File: config.mk
export PLATFORM = sky130hd
export DESIGN_NAME = acp_port
export DESIGN_NICKNAME = d
export VERILOG_FILES = /design/src/hdl/acp_pkg.sv /design/src/hdl/acp_port.sv /design/src/hdl/acp_edge_sync.sv
export SDC_FILE = /design/constraint.sdc
export NUM_CORES = 1
export LEC_CHECK = 0
export ABC_CLOCK_PERIOD_IN_PS = 2900
export BUFFER_PORTS_ARGS = -buffer_cell sky130_fd_sc_hd__buf_4
export CORE_ASPECT_RATIO = 0.8
export CORE_MARGIN = 8
export CORE_UTILIZATION = 49
export DETAILED_ROUTE_END_ITERATION = 12
export PLACE_DENSITY = 0.68
export SYNTH_ARGS = -nofsm -noshare
export SYNTH_HDL_FRONTEND = slang
export SYNTH_SLANG_ARGS = --single-unit
File: constraint.sdc
create_clock -name i_clk -period 2.9 [get_ports i_clk]
set_input_delay 0.29 -clock i_clk [delete_from_list [all_inputs] [get_ports i_clk]]
set_output_delay 0.29 -clock i_clk [all_outputs]
set_load 0.005 [all_outputs]
File: src/hdl/acp_pkg.sv
// shared constants and pin bundle for the converter serial port
package acp_pkg;
    localparam int RES_BITS = 14;
    localparam int CFG_BITS = 14;
    localparam int CLK_PERIOD_NS = 10;
    localparam int CONV_TIME_NS = 2200;
    // longest time rounds down to whole cycles
    localparam int CONV_CYCLES = CONV_TIME_NS / CLK_PERIOD_NS;
    localparam int CFG_BIPOLAR_POS = 13;
    localparam logic [13:0] CFG_RESET = 14'h3FFF;
    localparam logic [13:0] RES_RESET = 14'h0000;
    localparam logic [13:0] BIPOLAR_FLIP = 14'h2000;
    localparam logic [3:0] BITS_DONE = 4'hE;
    localparam logic [3:0] CFG_LAST = 4'hD;

    typedef struct packed {
        logic convert_strobe;
        logic sck;
        logic sdi;
    } acp_pins_s;
endpackage

File: src/hdl/acp_port.sv
// serial conversion port: convert strobe, config shift-in, result shift-out
module acp_port
    import acp_pkg::*;
#(
    parameter int CONV_LEN = CONV_CYCLES
) (
    input wire logic i_clk,
    input wire logic i_arst_n,
    input wire acp_pins_s i_pins,
    input wire logic [RES_BITS-1:0] i_sample_code,
    output logic o_sdo,
    output logic o_sdo_oe,
    output logic [CFG_BITS-1:0] o_config,
    output logic o_converting
);
    logic rst_meta;
    logic rst_n;
    always_ff @(posedge i_clk or negedge i_arst_n) begin
        if (!i_arst_n) begin
            rst_meta <= 1'b0;
            rst_n <= 1'b0;
        end else begin
            rst_meta <= 1'b1;
            rst_n <= rst_meta;
        end
    end

    logic [2:0] pin_lvl;
    logic [2:0] pin_rise;
    logic [2:0] pin_fall;
    acp_edge_sync #(.W(3)) u_sync (
        .i_clk(i_clk),
        .i_rst_n(rst_n),
        .i_async({i_pins.convert_strobe, i_pins.sck, i_pins.sdi}),
        .o_level(pin_lvl),
        .o_rise(pin_rise),
        .o_fall(pin_fall)
    );

    wire strobe_hi = pin_lvl[2];
    wire strobe_rise = pin_rise[2];
    wire sck_rise = pin_rise[1];
    wire sck_fall = pin_fall[1];
    wire sdi = pin_lvl[0];

    logic converting;
    logic [$clog2(CONV_LEN+1)-1:0] conv_cnt;
    logic busy_arm;
    logic [RES_BITS-1:0] res_shift;
    logic [3:0] rd_cnt;
    logic [CFG_BITS-1:0] cfg_shift;
    logic [3:0] wr_cnt;
    logic [CFG_BITS-1:0] cfg;

    // conversion runs on the internal clock only; sck never touches it
    wire conv_done = converting && (conv_cnt == 1) && !strobe_rise;
    wire bipolar = cfg[CFG_BIPOLAR_POS];
    // offset binary from the array becomes two's complement by flipping the msb
    wire [RES_BITS-1:0] coded = bipolar ? (i_sample_code ^ BIPOLAR_FLIP) : i_sample_code;
    wire read_phase = !strobe_hi && (rd_cnt != BITS_DONE);
    wire shift_out = read_phase && sck_fall;
    // writes are gated by strobe and the word count, not by conversion state
    wire shift_in = !strobe_hi && sck_rise && (wr_cnt != BITS_DONE);
    wire cfg_load = shift_in && (wr_cnt == CFG_LAST);
    wire busy_mode = strobe_hi && (converting || busy_arm);

    always_ff @(posedge i_clk or negedge rst_n) begin
        if (!rst_n) begin
            converting <= 1'b0;
            conv_cnt <= '0;
        end else if (strobe_rise) begin
            converting <= 1'b1;
            conv_cnt <= ($bits(conv_cnt))'(CONV_LEN);
        end else if (converting) begin
            conv_cnt <= conv_cnt - 1'b1;
            converting <= !conv_done;
        end
    end

    always_ff @(posedge i_clk or negedge rst_n) begin
        if (!rst_n) begin
            busy_arm <= 1'b0;
        end else begin
            busy_arm <= strobe_hi && (converting || busy_arm);
        end
    end

    always_ff @(posedge i_clk or negedge rst_n) begin
        if (!rst_n) begin
            res_shift <= RES_RESET;
            rd_cnt <= BITS_DONE;
        end else if (conv_done) begin
            res_shift <= coded;
            rd_cnt <= '0;
        end else if (shift_out) begin
            res_shift <= {res_shift[RES_BITS-2:0], 1'b0};
            rd_cnt <= rd_cnt + 1'b1;
        end
    end

    always_ff @(posedge i_clk or negedge rst_n) begin
        if (!rst_n) begin
            cfg_shift <= '0;
            wr_cnt <= '0;
        end else if (strobe_rise) begin
            wr_cnt <= '0;
        end else if (shift_in) begin
            cfg_shift <= {cfg_shift[CFG_BITS-2:0], sdi};
            wr_cnt <= wr_cnt + 1'b1;
        end
    end

    always_ff @(posedge i_clk or negedge rst_n) begin
        if (!rst_n) begin
            cfg <= CFG_RESET;
        end else if (cfg_load) begin
            cfg <= {cfg_shift[CFG_BITS-2:0], sdi};
        end
    end

    // busy drives high until done, then low until the strobe drops
    assign o_sdo_oe = busy_mode || read_phase;
    assign o_sdo = busy_mode ? converting : (read_phase & res_shift[RES_BITS-1]);
    assign o_config = cfg;
    assign o_converting = converting;
endmodule

File: src/hdl/acp_edge_sync.sv
// two-flop synchroniser with edge pulses, one lane per bit
module acp_edge_sync #(
    parameter int W = 3
) (
    input wire logic i_clk,
    input wire logic i_rst_n,
    input wire logic [W-1:0] i_async,
    output logic [W-1:0] o_level,
    output logic [W-1:0] o_rise,
    output logic [W-1:0] o_fall
);
    logic [W-1:0] meta;
    logic [W-1:0] stable;
    logic [W-1:0] prev;

    genvar g;
    generate
        for (g = 0; g < W; g++) begin : g_lane
            always_ff @(posedge i_clk or negedge i_rst_n) begin
                if (!i_rst_n) begin
                    meta[g] <= 1'b0;
                    stable[g] <= 1'b0;
                    prev[g] <= 1'b0;
                end else begin
                    meta[g] <= i_async[g];
                    stable[g] <= meta[g];
                    prev[g] <= stable[g];
                end
            end
            assign o_rise[g] = stable[g] & ~prev[g];
            assign o_fall[g] = ~stable[g] & prev[g];
        end
    endgenerate

    assign o_level = stable;
endmodule

==> metrics.md, run 1 <==
| Metric | Value |
|---|---|
| Most frequent cells in the layout | 51 x dfrtp_1, 38 x buf_4, 28 x mux2_2 |
| Clock sink count | 69 |
| Core area | 5820 sq um |
| Port Buffers | 35 |
| Largest cells by area after synthesis | dfrtp_1 45%, dfstp_2 15%, mux2_2 11%, mux2i_1 4.5%, nand2_1 3.1% |
| Power per cell area | 654 nW/um^2 |
| Setup TNS | 0 ns |
| Post-synth top area cell | dfrtp_1 |
| Mapped Nets | 255 |
| Max Clk Rate | 454 MHz |
| WL per Instance | 13.4 microns |
| Seq/Total Area, Yosys | 59.9% |
| ANT nets after route | 0 |
| Post-synthesis mux area share | 15.3% |
| Worst-path clk slew | 0.07 ns |
| Post-synthesis cell type count | 34 |
| Commonest non-fill, non-tap cell in the layout | dfrtp_1 |
| # IOs | 36 |
| Nets | 296 |
| Via count | 1740 |
| Power Total | 0.00223 W |
| Pin count of the biggest net entering global routing | 68 |
| Die width | 102 microns |
| Synth Flop Type | dfrtp_1 |
| Max VDD drop | 0.360 mV |
| Fin crit period | 2.20 ns |
| Clk root buf | clkbuf_8 |
| Final worst-path cycle share | 76.0% |
| Storage element area | 1750 sq um |
| Async set-reset flop share out of synthesis | 100% |
| Largest family of logic cells by synthesized area | multiplexers |
| First DRT Iteration DRCs | 61 |
| Setup Buffers After CTS | 0 |
| Final Setup Violations | 0 |
| Total gr overflow | 0 |
| Total of warnings raised by yosys | 0 |
| R2R Setup Slk | 0.70 ns |
| Syn Inst Count | 229 |
| Internal power | 0.00164 W |
| WP data arrival | 2.46 ns |
| Vias per inst | 4.89 |
| Row cnt | 25 |
| Max-cap check violation count | 0 |
| Critical Path Fanout Max | 18 |
| H-Tree Depth | 3 |
| Crit path capture type | flip-flop |
| Max-slew violations | 0 |
| Area growth from synthesis to layout | 17.2% |
| DIE AREA | 8690 sq um |
| # fillers | 531 |
| Cell Area, Synth | 2920 sq um |
| Static Leakage | 1.59 nW |
| Startpoint Class | flip-flop |
| First-pass GRT wire length | 8.30 mm |
| Syn_area_per_cell | 12.7 sq um |
| Initial core utilization | 50.1% |
| P_sw | 0.000593 W |
| Hold Violations, Final | 0 |
| Clock Latency Late Sink | 0.33 ns |
| Final Skew | 0.00869 ns |
| Critical setup path kind | reg -> reg |
| Compound-Gate Fraction of Synth Area | 3.90% |
| Status | complete, no violations |
| Area share of the largest cell type after synthesis | 44.6% |
| Switching part of the total power | 26.5% |
| Fraction of the mapped netlist area in simple logic gates | 11.2% |
| Xor-xnor portion of the synthesized cell area | 3.60% |
| Maximum buffer depth of the clock tree | 2 |
| Total CTS buffers | 9 |
| Worst flop-to-flop path startpoint | wr_cnt[0] |
| Worst R2R End | o_config[11] |
| Antenna violations before repair | 0 |
| RSZ-0062 raised after global routing | false |
| PostCTS Resize Cnt | 0 |
| Comb pwr share | 13.9% |
| Worst min path class | in -> reg |
| Die Y | 85.0 microns |
| Worst path required time | 3.15 ns |
| Vias in the first global route | 1787 |
| CTS tree | built |
| Final WL | 4.79 mm |
| Worst R2R Path Depth | 6 |
| Slew HR | 46.5% |
| Antenna fix cells | 0 |
| Pre-Repair DR Iteration Count | 4 |
| CP startpoint | wr_cnt[0] |
| Layout cell share with drive strength beyond 1 | 38.2% |
| Least-Margin Pin Slew | 0.802 ns |
| Residual DRC count | 0 |
| Sequential share of power | 56.7% |
| GRT Total Usage | 12.2% |
| Placer Congestion | 0.752 |
| Post-Synth Adder-Cell Area | 3.00% |
| Hold Buf Count CTS | 1 |
| Detail Placement HPWL | 3.34 mm |
| End point of the critical path | o_config[11] |
| Synth Register Bits | 69 |
| Clk pwr share | 29.4% |
| Multi-input logic area | 1080 sq um |
| Number of enable flip-flop cells after synthesis | 0 |
[how the worst min path moves through the flow]
stage	from	to	slack [ns]	depth (start not counted)
after CTS	i_pins[2]	u_sync.meta[2]	0.04	1
after global routing	i_pins[0]	u_sync.meta[0]	0.03	1
after floorplan	i_arst_n	rst_meta	-0.006	0
after detailed placement	i_arst_n	rst_meta	0.07	1
final	i_pins[2]	u_sync.meta[2]	0.06	1
after global placement	i_arst_n	rst_meta	0.07	1
[layout make-up]
class | count | area share, %
clock buffer | 11 | 4.14
clock inverter | 5 | 0.806
inverter | 5 | 0.549
multi-input combinational | 146 | 31.7
sequential | 69 | 51.2
tap | 81 | 2.97
timing repair buffer | 39 | 8.64
[per-stage QoR]
step	instance area, sq um	instances	utilization [%]	hold slack, ns	setup WS [ns]
finish	3420	356	58.7	0.0617	0.695
global route	3420	356	58.7	0.0344	0.514
CTS	3420	356	58.7	0.0377	0.702
detailed placement	3240	339	55.7	0.0733	0.706
global placement	3240	339	55.7	0.0728	0.763
floorplan	2920	229	-	-0.00559	0.866
[synthesized netlist by cell type, types with 3 or more instances]
master	number
and3_1	3
buf_6	3
dfrtp_1	52
dfstp_2	17
ha_1	7
inv_1	5
mux2_2	28
mux2i_1	13
nand2_1	24
nand3_1	8
nor2_1	13
o21ai_0	17
xnor2_1	5
xor2_1	7
[layer usage]
layer	share of wire, %	GRT usage [%]	vias up
met4	0.38	2.79	0
met3	4.5	5.89	2
met1	47	16.0	855
li1	-	-	860
met5	0	0	-
met2	48	17.7	23
[critical path, cell delays in order, from the launching register on]
cell	delay [ns]
dfrtp_1	0.43
inv_1	0.06
ha_1	0.19
nand3_1	0.13
nand3_2	0.36
or2_1	0.59
mux2_2	0.37
[flip-flops by register name, indices dropped and copies added, names as in the netlist]
signal          count
rd_cnt              4
rst_meta            1
wr_cnt              4
o_converting        1
cfg_shift          13
res_shift          14
u_sync.meta         3
rst_n               1
u_sync.prev         2
busy_arm            1
u_sync.o_level      3
conv_cnt            8
o_config           14
[power groups by stage]
stage	logic [W]	registers, W	clock network, W
6_report	0.000310	0.00127	0.000658
3_3_place_gp	0.000300	0.00128	0
4_1_cts	0.000316	0.00127	0.000687
2_1_floorplan	0.000232	0.00126	0
3_5_place_dp	0.000311	0.00129	0
5_1_grt	0.000357	0.00129	0.000725
[logic make-up (layout without fill, tap and decap cells)]
family                     count (synthesis)  after routing
AOI/OAI and AO/OA                         22             22
xor gates and xnor gates                  12             12
buffers and inverters                     14             60
adders and majority gates                  7              7
DFF                                       69             69
other                                      1              1
and+or+nand+nor                           63             63
muxes                                     41             41
Power figures use the tool's default switching activity.
==> run 2, diff against run 1 <==
--- a/config.mk
+++ b/config.mk
@@ -5,13 +5,13 @@
 export SDC_FILE = /design/constraint.sdc
 export NUM_CORES = 1
 export LEC_CHECK = 0
-export ABC_CLOCK_PERIOD_IN_PS = 2900
+export ABC_CLOCK_PERIOD_IN_PS = 1800
 export BUFFER_PORTS_ARGS = -buffer_cell sky130_fd_sc_hd__buf_4
 export CORE_ASPECT_RATIO = 0.8
 export CORE_MARGIN = 8
 export CORE_UTILIZATION = 49
 export DETAILED_ROUTE_END_ITERATION = 12
-export PLACE_DENSITY = 0.68
+export PLACE_DENSITY = 0.71
 export SYNTH_ARGS = -nofsm -noshare
 export SYNTH_HDL_FRONTEND = slang
 export SYNTH_SLANG_ARGS = --single-unit
==> constraint.sdc (replaced) <==
create_clock -name i_clk -period 1.8 [get_ports i_clk]
set_input_delay 0.18 -clock i_clk [delete_from_list [all_inputs] [get_ports i_clk]]
set_output_delay 0.18 -clock i_clk [all_outputs]
set_load 0.005 [all_outputs]
==> metrics.md, run 2 (synthesized netlist as in run 1, its figures left out) <==
| Metric | Value |
|---|---|
| Status | complete, no violations (unchanged) |
| Max VDD drop | 0.633 mV (was 0.360 mV) |
| Hold Crit Endpoint | res_shift[10] (was u_sync.meta[2]) |
| Worst min path class | in -> reg (unchanged) |
| Static Leakage | 1.74 nW (was 1.59 nW) |
| WP data arrival | 2.05 ns (was 2.46 ns) |
| Placer Congestion | 0.721 (was 0.752) |
| Core area | 5820 sq um (unchanged) |
| Worst-path clk slew | 0.07 ns (about the same) |
| Row cnt | 25 (unchanged) |
| R2R Setup Slk | 0.02 ns (was 0.70 ns) |
| Maximum buffer depth of the clock tree | 2 (unchanged) |
| Via count | 1868 (was 1740) |
| Worst path required time | 2.07 ns (was 3.15 ns) |
| Critical setup path kind | reg -> reg (unchanged) |
| Final Setup Violations | 0 (unchanged) |
| ANT nets after route | 0 (unchanged) |
| Final std cells w/o fill | 377 (was 356) |
| Power per cell area | 1020 nW/um^2 (was 654 nW/um^2) |
| Crit path capture type | flip-flop (unchanged) |
| Pre-Repair DR Iteration Count | 6 (was 4) |
| Port Buffers | 35 (unchanged) |
| Pin count of the biggest net entering global routing | 34 (was 68) |
| First-pass GRT wire length | 9.10 mm (was 8.30 mm) |
| H-Tree Depth | 3 (unchanged) |
| Power Total | 0.00386 W (was 0.00223 W) |
| Worst R2R Path Depth | 8 (was 6) |
| # IOs | 36 (unchanged) |
| Startpoint Class | flip-flop (unchanged) |
| # fillers | 462 (was 531) |
| Critical Path Fanout Max | 8 (was 18) |
| Total gr overflow | 0 (unchanged) |
| Layout cell share with drive strength beyond 1 | 48.6% (was 38.2%) |
| Setup TNS | 0 ns (unchanged) |
| Residual DRC count | 0 (unchanged) |
| Worst R2R End | res_shift[4] (was o_config[11]) |
| First DRT Iteration DRCs | 61 (unchanged) |
| Placed Cells incl. Taps | 350 (was 339) |
| Vias per inst | 4.95 (was 4.89) |
| HP Start | i_sample_code[10] (was i_pins[2]) |
| Total CTS buffers | 9 (unchanged) |
| Die Y | 85.0 microns (unchanged) |
| Fin crit period | 1.78 ns (was 2.20 ns) |
| Nets | 317 (was 296) |
| Final Skew | 0.00671 ns (was 0.00869 ns) |
| Clk root buf | clkbuf_8 (unchanged) |
| Max-slew violations | 0 (unchanged) |
| Detail Placement HPWL | 3.57 mm (was 3.34 mm) |
| Worst hold stages | 3 (was 1) |
| DIE AREA | 8690 sq um (unchanged) |
| CTS tree | built (unchanged) |
| Initial core utilization | 50.1% (unchanged) |
| WL per Instance | 14.9 microns (was 13.4 microns) |
| Hold Violations, Final | 0 (unchanged) |
| Worst flop-to-flop path startpoint | conv_cnt[1] (was wr_cnt[0]) |
| Die width | 102 microns (unchanged) |
| Area growth from synthesis to layout | 29.9% (was 17.2%) |
| Max-cap check violation count | 0 (unchanged) |
| Clock sink count | 69 (unchanged) |
| Vias in the first global route | 1881 (was 1787) |
| Antenna violations before repair | 0 (unchanged) |
| Clock Latency Late Sink | 0.34 ns (was 0.33 ns) |
| GRT Total Usage | 13.5% (was 12.2%) |
| Most frequent cells in the layout | 50 x dfrtp_1, 47 x buf_4, 28 x mux2_2 (was 51 x dfrtp_1, 38 x buf_4, 28 x mux2_2) |
| Max Clk Rate | 560 MHz (was 454 MHz) |
| Antenna fix cells | 0 (unchanged) |
| RSZ-0062 raised after global routing | true (was false) |
| Final worst-path cycle share | 99.2% (was 76.0%) |
| Commonest non-fill, non-tap cell in the layout | dfrtp_1 (unchanged) |
| Final WL | 5.63 mm (was 4.79 mm) |
run 2: cell count changes in the layout (fill, tap and decap cells not counted), sizes merged:
cell,change
clkinvlp,+2
dlygate4sd3,+3
clkbuf,+3
buf,+15
clkinv,-2
run 2: worst max-delay path by stage:
stage / end / cells after the start / start
global placement: o_config[8] / 6 / wr_cnt[0]
detailed placement: o_config[3] / 6 / wr_cnt[0]
global route: res_shift[6] / 8 / conv_cnt[1]
CTS: o_sdo_oe / 4 / rd_cnt[1]
finish: res_shift[4] / 8 / conv_cnt[1]
floorplan: o_config[10] / 8 / wr_cnt[0]
run 2: power by group:
part | total [W] | switching, W | internal (W) | leakage, nW
registers | 0.00207 | 0.000230 | 0.00184 | 0.791
clock network | 0.00111 | 0.000577 | 0.000537 | 0.0815
logic | 0.000679 | 0.000287 | 0.000392 | 0.866
run 2: worst max-delay path, stage by stage (launching register included):
cell and delay [ns]:
dfrtp_1 0.39, inv_2 0.09, ha_4 0.12, or3b_4 0.38
nor4_4 0.26, buf_6 0.19, clkbuf_16 0.16, nand2_1 0.05
o21ai_1 0.07
run 2: area by class of cell:
class	count	area [sq um]	area share (%)
flip-flops and latches	69	1750	46.2
multi-input cells	146	1170	30.9
repair buffers	60	571	15.1
clock buffers	11	141	3.73
well taps	81	101	2.68
clock inverters	5	36.3	0.958
inverters	5	18.8	0.495
run 2: repair_timing:
| action | CTS | global route |
|---|---|---|
| gates resized for setup | 4 | 36 |
| endpoints found under the hold margin | 5 | 0 |
| cloned | 0 | 4 |
| setup buffers | 1 | 3 |
| hold buffers | 4 | 0 |
| pin swaps | 0 | 2 |
| setup endpoints to repair | 15 | 15 |
run 2: per-stage QoR:
| step | utilization [%] | instance area [sq um] | hold WS, ns | worst slack [ns] |
|---|---|---|---|---|
| after detailed placement | 57.9 | 3370 | -0.0367 | -0.00501 |
| final | 65.1 | 3790 | 0.0297 | 0.0152 |
| after global routing | 65.1 | 3790 | 0.0137 | -0.0285 |
| after CTS | 62.0 | 3610 | 0.0196 | 0.00146 |
| after global placement | 57.9 | 3370 | -0.0364 | 0.0373 |
| after floorplan | - | 2920 | -0.116 | 0.0163 |
run 2: per-layer routing:
layer	vias up	routed length, microns	track usage (%)	part of all wire, %
li1	900	-	-	-
met1	933	2450	16.5	44
met2	25	2920	21.0	52
met3	10	166	4.50	3.0
met4	0	90	5.98	1.6
met5	-	0	0	0
